--- src/shared/sea_pkg.sv ---
package sea_pkg;
  localparam int        DW            = 16;
  localparam logic [15:0] UNDERFLOW_BOUND = 16'h0800;
  localparam logic [15:0] WORD_STEP     = 16'h0002;
  localparam logic [15:0] NEAR_LIMIT    = 16'h2000;
  localparam int        FILE_ADDR_W   = 13;
  localparam int        SHORT_LIT_W   = 5;
  localparam int        OFFS_FIELD_W  = 4;
  localparam int        BRANCH_LIT_W  = 16;
  localparam int        INTERRUPT_DISABLE_INSTR_LIT_W    = 14;
  localparam int        SP_INDEX      = 15;
  localparam int        DEFAULT_INDEX = 0;

  typedef enum logic [2:0] {
    SEA_REG_DIRECT,
    SEA_IND,
    SEA_IND_POST,
    SEA_IND_PRE,
    SEA_INDEXED,
    SEA_LIT_OFFSET,
    SEA_FILE_DIRECT,
    SEA_LITERAL
  } sea_mode_e;

  typedef enum logic [2:0] {
    SEA_OP_NONE,
    SEA_OP_EA,
    SEA_OP_PUSH,
    SEA_OP_POP,
    SEA_OP_CALL_PUSH,
    SEA_OP_EXC_PUSH
  } sea_op_e;
endpackage

--- src/hdl/sea_core.sv ---
`timescale 1ns/1ps
module sea_core
  import sea_pkg::*;
(
  input  wire logic                    ref_clk,
  input  wire logic                    rst,
  input  wire logic                    op_valid,
  input  wire sea_op_e                 op_kind,
  input  wire sea_mode_e               src_mode,
  input  wire sea_mode_e               dst_mode,
  input  wire logic                    is_move_instr,
  input  wire logic [3:0]              pointer_src_sel,
  input  wire logic [3:0]              pointer_dst_sel,
  input  wire logic [OFFS_FIELD_W-1:0] offset_work_sel,
  input  wire logic [15:0]             pointer_src_val,
  input  wire logic [15:0]             pointer_dst_val,
  input  wire logic [15:0]             offset_work_val,
  input  wire logic [15:0]             mod_const,
  input  wire logic [15:0]             lit_offset,
  input  wire logic [FILE_ADDR_W-1:0]  file_addr,
  input  wire logic [15:0]             move_abs_addr,
  input  wire logic                    file_dest_implied_work_reg,
  input  wire logic [SHORT_LIT_W-1:0]  short_lit,
  input  wire logic [BRANCH_LIT_W-1:0] branch_lit,
  input  wire logic [INTERRUPT_DISABLE_INSTR_LIT_W-1:0]   interrupt_disable_instr_lit,
  input  wire logic [22:0]             pc_val,
  input  wire logic [7:0]              status_low_byte,
  input  wire logic [15:0]             sp_write_val,
  input  wire logic                    sp_write,
  input  wire logic [15:0]             limit_write_val,
  input  wire logic                    limit_write,
  input  wire logic                    boot_ram_en,
  input  wire logic [15:0]             boot_ram_lo,
  input  wire logic [15:0]             boot_ram_hi,
  input  wire logic                    secure_ram_en,
  input  wire logic [15:0]             secure_ram_lo,
  input  wire logic [15:0]             secure_ram_hi,
  input  wire logic                    exec_in_boot,
  input  wire logic                    exec_in_secure,
  output logic [15:0]                  src_ea,
  output logic [15:0]                  dst_ea,
  output logic [15:0]                  ptr_src_upd,
  output logic                         ptr_src_upd_en,
  output logic [15:0]                  ptr_dst_upd,
  output logic                         ptr_dst_upd_en,
  output logic [3:0]                   result_dest_sel,
  output logic [15:0]                  operand2_lit,
  output logic [15:0]                  branch_offset,
  output logic [15:0]                  interrupt_disable_instr_count,
  output logic [15:0]                  stack_addr,
  output logic [15:0]                  push_lo_word,
  output logic [15:0]                  push_hi_word,
  output logic [15:0]                  stack_pointer_reg,
  output logic                         stack_err_trap,
  output logic                         ram_access_refused
);
  logic [15:0] sp_ff, nxt_sp;
  logic [15:0] stack_limit_reg, nxt_limit;
  logic        ovf, unf, sp_src, sp_dst, src_mem, dst_mem;
  logic        boot_hit, sec_hit;

  // effective address per operand; mode decode shared by source and destination
  function automatic logic [15:0] ea_of(input sea_mode_e m, input logic [15:0] p,
                                        input logic [15:0] ofs, input logic [15:0] k,
                                        input logic [15:0] lit, input logic [15:0] fa,
                                        input logic [15:0] abs_a, input logic mv);
    logic [15:0] r;
    r = p;
    unique case (m)
      SEA_IND,
      SEA_IND_POST:   r = p;
      SEA_IND_PRE:    r = p + k;
      SEA_INDEXED:    r = p + ofs;
      SEA_LIT_OFFSET: r = p + lit;
      SEA_FILE_DIRECT: r = mv ? abs_a : fa;
      SEA_REG_DIRECT,
      SEA_LITERAL:    r = 16'h0000;
    endcase
    return r;
  endfunction

  function automatic logic is_mem(input sea_mode_e m);
    return !(m == SEA_REG_DIRECT || m == SEA_LITERAL);
  endfunction

  always_comb
  begin
    // both sides read the one shared offset register value
    src_ea = ea_of(src_mode, pointer_src_val, offset_work_val, mod_const, lit_offset,
                   {3'h0, file_addr}, move_abs_addr, is_move_instr);
    dst_ea = ea_of(dst_mode, pointer_dst_val, offset_work_val, mod_const, lit_offset,
                   {3'h0, file_addr}, move_abs_addr, is_move_instr);
    ptr_src_upd    = pointer_src_val + mod_const;
    ptr_dst_upd    = pointer_dst_val + mod_const;
    ptr_src_upd_en = op_valid && op_kind == SEA_OP_EA &&
                     (src_mode == SEA_IND_POST || src_mode == SEA_IND_PRE);
    ptr_dst_upd_en = op_valid && op_kind == SEA_OP_EA &&
                     (dst_mode == SEA_IND_POST || dst_mode == SEA_IND_PRE);
    result_dest_sel = file_dest_implied_work_reg ? 4'(DEFAULT_INDEX) : offset_work_sel;
    operand2_lit  = {{(16-SHORT_LIT_W){1'b0}}, short_lit};
    branch_offset = branch_lit;
    interrupt_disable_instr_count    = {{(16-INTERRUPT_DISABLE_INSTR_LIT_W){1'b0}}, interrupt_disable_instr_lit};
  end

  always_comb
  begin
    nxt_sp    = sp_ff;
    nxt_limit = stack_limit_reg;
    stack_addr = sp_ff;
    if (limit_write)
      nxt_limit = {limit_write_val[15:1], 1'b0};
    if (sp_write)
      nxt_sp = {sp_write_val[15:1], 1'b0};
    else if (op_valid)
    begin
      unique case (op_kind)
        SEA_OP_PUSH,
        SEA_OP_CALL_PUSH,
        SEA_OP_EXC_PUSH: nxt_sp = sp_ff + WORD_STEP;
        SEA_OP_POP:
        begin
          nxt_sp     = sp_ff - WORD_STEP;
          stack_addr = sp_ff - WORD_STEP;
        end
        default: nxt_sp = sp_ff;
      endcase
    end
    // pc pushes span two words; this model pushes them as one transaction
    push_lo_word = pc_val[15:0];
    push_hi_word = 16'h0000;
    if (op_kind == SEA_OP_CALL_PUSH)
      push_hi_word = {9'h000, 1'b0, pc_val[21:16]};
    else if (op_kind == SEA_OP_EXC_PUSH)
      push_hi_word = {status_low_byte, 1'b0, pc_val[22:16]};
  end

  always_ff @(posedge ref_clk)
  begin
    if (rst)
      sp_ff <= UNDERFLOW_BOUND;
    else
      sp_ff <= nxt_sp;
  end

  // limit is deliberately left out of reset
  always_ff @(posedge ref_clk)
  begin
    stack_limit_reg <= nxt_limit;
  end

  always_comb
  begin
    sp_src  = pointer_src_sel == 4'(SP_INDEX) && is_mem(src_mode);
    sp_dst  = pointer_dst_sel == 4'(SP_INDEX) && is_mem(dst_mode);
    src_mem = is_mem(src_mode);
    dst_mem = is_mem(dst_mode);
    ovf = 1'b0;
    unf = 1'b0;
    if (op_valid)
    begin
      unique case (op_kind)
        SEA_OP_PUSH,
        SEA_OP_CALL_PUSH,
        SEA_OP_EXC_PUSH:
        begin
          ovf = sp_ff > stack_limit_reg;
          unf = sp_ff < UNDERFLOW_BOUND;
        end
        SEA_OP_POP: unf = (sp_ff - WORD_STEP) < UNDERFLOW_BOUND;
        SEA_OP_EA:
        begin
          // a limit written the cycle before is already in the compare
          ovf = (sp_src && src_ea > stack_limit_reg) ||
                (sp_dst && dst_ea > stack_limit_reg);
          unf = (sp_src && src_ea < UNDERFLOW_BOUND) ||
                (sp_dst && dst_ea < UNDERFLOW_BOUND);
        end
        default:
        begin
          ovf = 1'b0;
          unf = 1'b0;
        end
      endcase
    end
    stack_err_trap = ovf || unf;
    boot_hit = boot_ram_en && !exec_in_boot &&
               ((src_mem && src_ea >= boot_ram_lo && src_ea <= boot_ram_hi) ||
                (dst_mem && dst_ea >= boot_ram_lo && dst_ea <= boot_ram_hi));
    sec_hit  = secure_ram_en && !exec_in_secure &&
               ((src_mem && src_ea >= secure_ram_lo && src_ea <= secure_ram_hi) ||
                (dst_mem && dst_ea >= secure_ram_lo && dst_ea <= secure_ram_hi));
    ram_access_refused = op_valid && op_kind == SEA_OP_EA && (boot_hit || sec_hit);
  end

  assign stack_pointer_reg = sp_ff;

endmodule // sea_core

--- config.mk ---
export PLATFORM = sky130hd
export DESIGN_NAME = sea_core
export DESIGN_NICKNAME = d
export VERILOG_FILES = /design/src/shared/sea_pkg.sv /design/src/hdl/sea_core.sv
export SDC_FILE = /design/constraint.sdc
export NUM_CORES = 1
export LEC_CHECK = 0
export ABC_AREA = 0
export BUFFER_PORTS_ARGS = -buffer_cell sky130_fd_sc_hd__buf_2
export CORE_MARGIN = 2
export CORE_UTILIZATION = 30
export DETAILED_ROUTE_END_ITERATION = 10
export GPL_TIMING_DRIVEN = 1
export PLACE_DENSITY = 0.57
export SLEW_MARGIN = 20
export SYNTH_ARGS = -nofsm -noshare
export SYNTH_HDL_FRONTEND = slang
export SYNTH_SLANG_ARGS = --single-unit
--- constraint.sdc ---
create_clock -name ref_clk -period 7.6 [get_ports ref_clk]
set_clock_uncertainty 0.15 [all_clocks]
set_input_delay 1.52 -clock ref_clk [delete_from_list [all_inputs] [get_ports ref_clk]]
set_output_delay 1.52 -clock ref_clk [all_outputs]
set_load 0.02 [all_outputs]
=== After elaboration in Yosys (flattened, before gate mapping) ===
Cells that the tools add are included.

* Equality and inequality tests: 21
* Bitwise logic cells: 0
* Reduce and logical (&&, ||, !) cells: 49
* Shift operators: 0
* Magnitude comparators: 15
* Add/sub/neg operators: 8
* Div/mod/pow operators: 0
* $mul: 0
* Multiplexer cells: 16

{| class="wikitable"
|+ Operators with widths
! cell !! count
|-
| 16-bit one-hot mux with 6 select lines || 2
|-
| 16-bit two-way mux || 8
|-
| 16-bit adder || 6
|-
| 16-bit greater-or-equal comparator || 4
|-
| 16-bit less-or-equal comparator || 4
|-
| 16-bit by 12-bit less-than comparator with 1-bit output (second input constant) || 4
|-
| 16-bit > comparator || 3
|-
| 16-bit one-hot mux with 2 select lines || 1
|-
| 3-bit == test (second input constant) || 10
|-
| 1-bit logical AND || 22
|-
| 3-bit by 2-bit == test with 1-bit output (second input constant) || 6
|-
| 16-bit by 2-bit adder with 16-bit output (second input constant) || 1
|-
| 16-bit by 2-bit subtractor with 16-bit output (second input constant) || 1
|-
| 1-bit logical OR || 10
|-
| 2-bit OR reduction || 5
|-
| 3-bit by 1-bit == test with 1-bit output (second input constant) || 3
|-
| 4-bit == test (second input constant) || 2
|-
| 3-bit zero test || 2
|-
| 1-bit zero test || 4
|-
| 4-bit two-way mux || 1
|-
| 2-bit AND reduction || 2
|-
| 2-bit nonzero test || 2
|-
| 1-bit one-hot mux with 3 select lines || 1
|-
| 3-bit nonzero test || 1
|-
| 3 further kinds || 4
|}

* Bits in read-only memories: 0
* Bits in latches: 0
* RAM bits: 0
* Memories: 0
* Bits of input ports: 303
* Output and inout port bits: 184
* Register bits: 31
* Logic and storage cells: 112

=== Logic depth before layout (Yosys ltp) ===
Gate-level depths: netlist of run 1.

* Word-level depth: 10
* Mapped depth: 26
* Mapped depth without buffers: 26

=== Worst setup path after synthesis of run 1 ===
OpenSTA, ideal clock, no wires.

* Path kind: input -> output
* Start point: in dst_mode[1]
* End point: out ram_access_refused
* Stages: 22
* Required time: 5.930 ns
* Path slack: -0.463 ns
* Data arrival time: 6.393 ns
* Path buffers: 2
* Path through: buf_2 nor2_1 nand2_2 buf_1 mux2_2 ha_1 nor2b_1 o2111ai_1 nand2_1 a221oi_2 xnor2_1 o22ai_1 a21oi_1 ha_1 a21o_1 a21o_1 a21o_1 a21o_1 a221oi_1 a31oi_1 o32a_1 a31oi_1

* Longest elaborated chain between the ends: 10
* Elaborated cells on any way between the ends: 27
* Classes of those cells: 4 x order compare; 7 x eq/ne; 1 x mux; 15 x reduce/logical

{| class="wikitable"
|+ Ends and longest elaborated chain
! element !! RTL line !! RTL
|-
| from (decl) || sea_core.sv:10 || <nowiki>input wire sea_mode_e dst_mode,</nowiki>
|-
| 3-bit == test (tied with other cells) || sea_core.sv:69 || <nowiki>unique case (m)</nowiki>
|-
| 2-bit OR reduction || sea_core.sv:69 ||
|-
| 16-bit one-hot mux with 6 select lines * || sea_core.sv:69 ||
|-
| net dst_ea[10] || sea_core.sv:41 || <nowiki>output logic [15:0] dst_ea,</nowiki>
|-
| 16-bit greater-or-equal comparator (on tied branches) || sea_core.sv:188, sea_core.sv:191 ||
|-
| 1-bit logical AND (on tied branches) (2 in series) || sea_core.sv:188, sea_core.sv:191 ||
|-
| 1-bit logical OR (on tied branches) || sea_core.sv:187, sea_core.sv:190 ||
|-
| 1-bit logical AND (on tied branches) || sea_core.sv:186, sea_core.sv:189 ||
|-
| 1-bit logical OR * || sea_core.sv:192 || <nowiki>ram_access_refused = op_valid && op_kind == SEA_OP_EA && (boot_hit || sec_hit);</nowiki>
|-
| 1-bit logical AND * || sea_core.sv:192 ||
|-
| to (decl) || sea_core.sv:55 || <nowiki>output logic ram_access_refused</nowiki>
|}

The timed path passes the listed nets; every way through them passes the cells marked *.

=== Worst setup path after layout of run 1 ===
* Start point: in src_mode[1]
* End point: out ram_access_refused

* Longest elaborated chain between the ends: 10
* Elaborated cells on any way between the ends: 27
* Classes of those cells: 4 x order compare; 7 x eq/ne; 1 x mux; 15 x reduce/logical

{| class="wikitable"
|+ Ends and longest elaborated chain
! element !! RTL line !! RTL
|-
| from (decl) || sea_core.sv:9 || <nowiki>input wire sea_mode_e src_mode,</nowiki>
|-
| 3-bit == test (tied with other cells) || sea_core.sv:69, sea_core.sv:83 ||
|-
| 2-bit OR reduction || sea_core.sv:69 ||
|-
| 16-bit one-hot mux with 6 select lines || sea_core.sv:69 ||
|-
| 16-bit greater-or-equal comparator (on tied branches) || sea_core.sv:187, sea_core.sv:190 ||
|-
| 1-bit logical AND (on tied branches) (2 in series) || sea_core.sv:187, sea_core.sv:190 ||
|-
| 1-bit logical OR (on tied branches) || sea_core.sv:187, sea_core.sv:190 ||
|-
| 1-bit logical AND (on tied branches) || sea_core.sv:186, sea_core.sv:189 ||
|-
| 1-bit logical OR * || sea_core.sv:192 ||
|-
| 1-bit logical AND * || sea_core.sv:192 ||
|}

Every way passes the cells marked *; elsewhere a longest branch is shown, timed or not.

==> reports/qor.yml, run 1 <==
hold_path:
  hold_class: "reg2reg"
final_layout:
  drive_above_1_share: 0.367
  layout.nets: 2468
  fin_area_mm2: 0.0152
  num-fill-cells: 3789
  synthToLayoutAreaGrowth_pct: 37.7
drt:
  routed_wl_um: 49200
  vias: 12800
  dr.pass1.iters: 7
  ant_nets: 0
  drc: 0
  wl_per_cell_um: 20.5
  viasPerCell: 5.31
  drt_iter0_drc: 549
place:
  dpl_cell_area_mm2: 0.0142
  io_buffers: 366
  hpwl_um: 42600
  place_congestion: 0.971
worst_setup_path:
  cp.arrival_ns: 6.03
  max_stage_delay_ns: 0.38
  crit_type: "in2out"
  start_kind: "input pin"
  slowest_stage: "or3_4"
  crit_chain: "buf_6 > nand3b_1 > buf_12 > mux2_2 > ha_1 > a21oi_1 > o211a_1 > a211oi_2 > buf_4 > o22ai_4 > xnor2_1 > o221a_2 > or3_4 > inv_4 > buf_6 > ha_4 > a21oi_2 > o21ai_0 > nand3_1 > nand2_2 > a2bb2oi_1 > o32a_1 > a31oi_4 > buf_6"
  endpoint_kind: "output port"
  reg2reg_slack_ns: 5.03
  crit_top_cell: "buf_6"
  path_max_fanout: 5
  cp.required_ns: 5.93
floorplanning:
  std_cell_rows: 70
  dieArea_mm2: 0.0382
  die_x_um: 195
  start_util: 0.303
  die_h_um: 195
  core_area_mm2: 0.0363
  ios: 487
global_routing:
  overflow: 0
  grt_pass1_vias: 12900
  grt_usage: 0.247
  grt_max_degree: 32
  grt_pass1_wl_um: 72300
  antenna_found_initial: 8
logic_synthesis:
  synthTopCellsByArea: "ha_1 27%, a21oi_1 5.1%, buf_4 4.6%"
  syn_avg_cell_area_um2: 7.58
  synth_top_area_frac: 0.268
  synth_edf_count: 15
  synth_common_cells: "236 x ha_1, 113 x a21oi_1, 110 x inv_1"
  syn-instance-count: 1452
  yosysTopAreaCell: "ha_1"
  ys.flop_type: "edfxtp_1"
  seq_area_frac_synth: 0.0682
  syn_area_mm2: 0.0110
  async_reset_ff_frac: 0
  yosysWarnings: 0
  synth_cell_types: 94
  synth-seq-cells: 30
  yosysMostFrequentCell: "ha_1"
timing:
  rsz0062_at_grt: "true"
  min_period_ns: 7.70
  finalHoldViolCount: 0
  fin_crit_sh: 1.01
  slew_violations: 0
  timing.slew.headroom: 0.354
  holdWs_ns: 0.564
  tightest_slew_ns: 0.959
  tns_ns: -0.176
  setup_viol: 2
  fmax_mhz: 130
  fin_ws_ns: -0.101
run:
  max_cap_viol_count: 0
power_and_ir_drop:
  powerDensity_mw_per_mm2: 124
  p_leak_nw: 7.85
  ir_drop_mv: 0.115
cts:
  cts_tree: "done"
  cts_made_buffers: 5
  cts_htree_levels: 2
  ctsRootBufferMaster: "clkbuf_16"
  clkLatencyLatePin_ns: 0.28
  clkTransAtPathRegs_ns: 0.05
  clock-sinks: 30
  cts_buffer_depth: 2
run_status:
  failed_checks: "negative setup slack"
  status: "complete, but fails checks"
==> cells by family after synthesis <==
family / Yosys count / synth area share
buf+inv: 221 / 0.0985
fa+ha+maj: 242 / 0.278
mux: 50 / 0.0492
compound gates: 421 / 0.254
other cells: 1 / 0.000341
simple gates: 406 / 0.187
flops: 30 / 0.0682
xor+xnor: 81 / 0.0645
==> worst paths after layout <==
path / cells after the start / startpoint / end
setup / recovery: 24 / src_mode[1] / ram_access_refused
hold / removal: 2 / stack_pointer_reg[15] / stack_pointer_reg[15]
hold reg to reg: 2 / stack_pointer_reg[15] / stack_pointer_reg[15]
setup reg to reg: 9 / stack_pointer_reg[3] / stack_pointer_reg[12]
==> power breakdown <==
| part | total (W) | switching (W) | internal, W |
|---|---|---|---|
| sequential | 0.000199 | 0.0000167 | 0.000182 |
| clock | 0.000190 | 0.0000702 | 0.000119 |
| combinational | 0.00149 | 0.000831 | 0.000656 |
| total | 0.00188 | 0.000918 | 0.000958 |
==> critical path: cells and delay by family <==
family	cells	cell delay [ns]
buffers and inverters	6	0.80
muxes	1	0.33
xor gates and xnor gates	1	0.09
and+or+nand+nor	4	0.78
AOI/OAI and AO/OA	10	2.01
adders and majority gates	2	0.49
==> layout make-up <==
type | instances | area, um^2 | share of cell area
repair buffers | 560 | 3400 | 0.224
flip-flops and latches | 30 | 751 | 0.0495
well taps | 468 | 586 | 0.0386
clock buffers | 6 | 129 | 0.00851
multi-input cells | 1216 | 9840 | 0.649
clock inverters | 2 | 8.76 | 0.000578
inverters | 112 | 425 | 0.0281
diodes | 7 | 17.5 | 0.00116
==> stage by stage <==
step	std cells	utilization	setup slack, ns	total power, W
after floorplan	1467	-	0.0242	0.00103
after global routing	2398	0.417	-0.258	0.00202
after CTS	2390	0.408	-0.145	0.00183
after detailed placement	2368	0.391	-0.532	0.00158
after global placement	2368	0.391	-0.528	0.00156
final	2401	0.417	-0.101	0.00188
==> layer usage <==
| metal | GRT usage | share of wire | wire length, um |
|---|---|---|---|
| met1 | 0.271 | 0.38 | 18800 |
| met5 | 0 | 0.00022 | 11 |
| met2 | 0.479 | 0.52 | 25400 |
| met3 | 0.0294 | 0.059 | 2920 |
| met4 | 0.0933 | 0.040 | 1960 |
==> placed cells by master, fill, tap and decap left out, drive strengths merged, types with 12 or more instances in the layout <==
cell,n
and3,20
dfxtp,15
edfxtp,15
nand3,24
a21o,67
xnor2,53
nor2,97
mux2i,17
xor2,28
inv,111
o21ai,90
o21a,18
nand4,37
conb,16
nand2,88
o22ai,14
nor3,32
a221oi,14
a31oi,14
ha,236
a21oi,116
nor2b,29
nand2b,18
a211oi,16
mux2,33
nor4,12
buf,560
==> what timing repair did <==
item,CTS,global route
hold buffers,0,0
pin swaps,30,55
gates resized for setup,65,58
buffers inserted,15,5
endpoints found under the setup margin,2,2
cloned,1,0
Power figures use the tool's default switching activity.
==> run 2, diff against run 1 <==
--- a/config.mk
+++ b/config.mk
@@ -12,6 +12,7 @@
 export DETAILED_ROUTE_END_ITERATION = 10
 export GPL_TIMING_DRIVEN = 1
 export PLACE_DENSITY = 0.57
+export REMOVE_ABC_BUFFERS = 1
 export SLEW_MARGIN = 20
 export SYNTH_ARGS = -nofsm -noshare
 export SYNTH_HDL_FRONTEND = slang
==> run 2 against run 1 <==
The run still ends with negative setup slack left. Sequential power about the same. Hold slack improved by 0.053 ns. Sequential share of layout area is essentially flat. Cell count shrank 0.17%. Clock power rose by 17%. Sequential cell count stayed put. First-iteration DRC count down 3.1%. Largest cell class unchanged. Largest power group unchanged. Highest routed layer unchanged.
==> reports/qor.yml, run 2 (synthesis gave the netlist of run 1 again) <==
hold_path:
  hold_class: "reg2reg"  # unchanged
power_and_ir_drop:
  powerDensity_mw_per_mm2: 127  # was 124 mW/mm^2
  p_leak_nw: 7.88  # was 7.85 nW
  ir_drop_mv: 0.142  # was 0.115 mV
global_routing:
  grt_max_degree: 32  # unchanged
  overflow: 0  # unchanged
  antenna_found_initial: 3  # was 8
  grt_pass1_vias: 13300  # was 12900
  grt_usage: 0.268  # was 0.247
  grt_pass1_wl_um: 77600  # was 72300 um
worst_setup_path:
  path_max_fanout: 4  # was 5
  cp.required_ns: 5.93  # about the same
  crit_type: "in2out"  # unchanged
  endpoint_kind: "output port"  # unchanged
  cp.arrival_ns: 6.09  # was 6.03 ns
  start_kind: "input pin"  # unchanged
place:
  io_buffers: 366  # unchanged
  dp_cells: 2368  # unchanged
  dpl_cell_area_mm2: 0.0142  # about the same
  place_ws_ns: -0.559  # was -0.532 ns
  hpwl_um: 46000  # was 42600 um
  place_congestion: 1.02  # was 0.971
timing:
  slew_violations: 0  # unchanged
  tightest_slew_ns: 1.06  # was 0.959 ns
  setup_viol: 2  # unchanged
  timing.slew.headroom: 0.286  # was 0.354
  holdWs_ns: 0.617  # was 0.564 ns
  fmax_mhz: 129  # was 130 MHz
  fin_ws_ns: -0.159  # was -0.101 ns
  finalHoldViolCount: 0  # unchanged
  fin_crit_sh: 1.02  # was 1.01
  rsz0062_at_grt: "true"  # unchanged
  min_period_ns: 7.76  # was 7.70 ns
drt:
  viasPerCell: 5.46  # was 5.31
  dr.pass1.iters: 5  # was 7
  routed_wl_um: 53200  # was 49200 um
  wl_per_cell_um: 22.2  # was 20.5 um
  wl_met2_um: 24700  # was 25400 um
  drt_iter0_drc: 532  # was 549
  wl_met1_um: 21300  # was 18800 um
  ant_nets: 0  # unchanged
  vias: 13100  # was 12800
  drc: 0  # unchanged
  wl_met3_um: 4380  # was 2920 um
  dr.max_layer_used: "met5"  # unchanged
floorplanning:
  core_area_mm2: 0.0363  # unchanged
  die_h_um: 195  # unchanged
  std_cell_rows: 70  # unchanged
  dieArea_mm2: 0.0382  # unchanged
  die_x_um: 195  # unchanged
  start_util: 0.303  # unchanged
  ios: 487  # unchanged
final_layout:
  final_util: 0.418  # was 0.417
  layout.nets: 2469  # was 2468
  layout_commonest_cell: "buf_2"  # unchanged
  final_cell_mix: "363 x buf_2, 214 x ha_1, 183 x buf_4"  # was 363 x buf_2, 220 x ha_1, 180 x buf_4
  synthToLayoutAreaGrowth_pct: 38.0  # was 37.7%
  fin_area_mm2: 0.0152  # about the same
  drive_above_1_share: 0.365  # was 0.367
  finalNonFillerCells: 2397  # was 2401
  num-fill-cells: 3764  # was 3789
cts:
  cts_buffer_depth: 2  # unchanged
  cts_made_buffers: 5  # unchanged
  clkTransAtPathRegs_ns: 0.05  # about the same
  clock-sinks: 30  # unchanged
  cts-hold-fix-buffers: 0  # unchanged
  cts_tree: "done"  # unchanged
  clkLatencyLatePin_ns: 0.28  # about the same
  ctsRootBufferMaster: "clkbuf_16"  # unchanged
  cts_htree_levels: 2  # unchanged
run:
  max_cap_viol_count: 0  # unchanged
run_status:
  status: "complete, but fails checks"  # unchanged
  failed_checks: "negative setup slack"  # unchanged
run 2: cell types whose count changed in the layout (fill, tap and decap cells not counted), sizes merged:
cell,before,now
diode,7,2
buf,560,561
bufinv,0,1
clkbuf,6,5
run 2: timing repair:
item / 4_1_cts / 5_1_grt
pin swaps: 36 / 63
gates cloned: 1 / 0
setup buffers: 9 / 11
gates resized for setup: 73 / 59
endpoints found under the setup margin: 2 / 2
run 2: area by class of cell:
| class | instances | area, um^2 | share of cell area |
|---|---|---|---|
| tap | 468 | 586 | 0.0386 |
| clock inverter | 3 | 40.0 | 0.00264 |
| antenna | 2 | 5.00 | 0.000330 |
| timing repair buffer | 561 | 3410 | 0.224 |
| multi-input combinational | 1216 | 9840 | 0.648 |
| sequential | 30 | 751 | 0.0495 |
| inverter | 112 | 423 | 0.0279 |
| clock buffer | 5 | 125 | 0.00824 |
run 2: per-stage QoR:
stage          setup TNS (ns)  power, W
2_1_floorplan          -0.688  0.000967
3_3_place_gp            -1.01   0.00156
3_5_place_dp            -1.07   0.00158
4_1_cts                -0.407   0.00186
5_1_grt                -0.572   0.00207
6_report               -0.292   0.00193
run 2: worst max-delay path: stages:
cell       delay, ns
buf_12          0.12
nand3b_1        0.22
buf_12          0.17
buf_12          0.13
mux2_4          0.32
ha_4            0.31
nand2_2         0.05
o311a_1         0.36
a211oi_2        0.20
buf_4           0.16
o22ai_4         0.08
xnor2_1         0.13
o221a_2         0.27
or3_4           0.42
inv_4           0.09
ha_1            0.22
and3_4          0.19
a221oi_2        0.27
o31ai_1         0.12
a2bb2oi_1       0.16
a2bb2oi_1       0.19
buf_4           0.16
o211ai_2        0.10
buf_6           0.15
run 2: metal layers:
layer / GRT usage / vias up
met5: 0.0217 / -
met4: 0.126 / 6
met3: 0.0641 / 122
met2: 0.464 / 646
met1: 0.309 / 6079
li1: - / 6229
run 2: path summary, 6_finish.rpt:
path         cells past startpoint                  start                    end  slack [ns]
max reg2reg                      9   stack_pointer_reg[3]  stack_pointer_reg[12]        5.04
max                             24            src_mode[1]         stack_err_trap       -0.16
min                              2  stack_pointer_reg[15]  stack_pointer_reg[15]        0.62
min reg2reg                      2  stack_pointer_reg[15]  stack_pointer_reg[15]        0.62
run 2: report_power, final:
group	total [W]	switching, W	internal [W]
Sequential	0.000199	0.0000167	0.000182
Combinational	0.00150	0.000841	0.000663
Clock	0.000223	0.0000702	0.000153
Total	0.00193	0.000927	0.000998
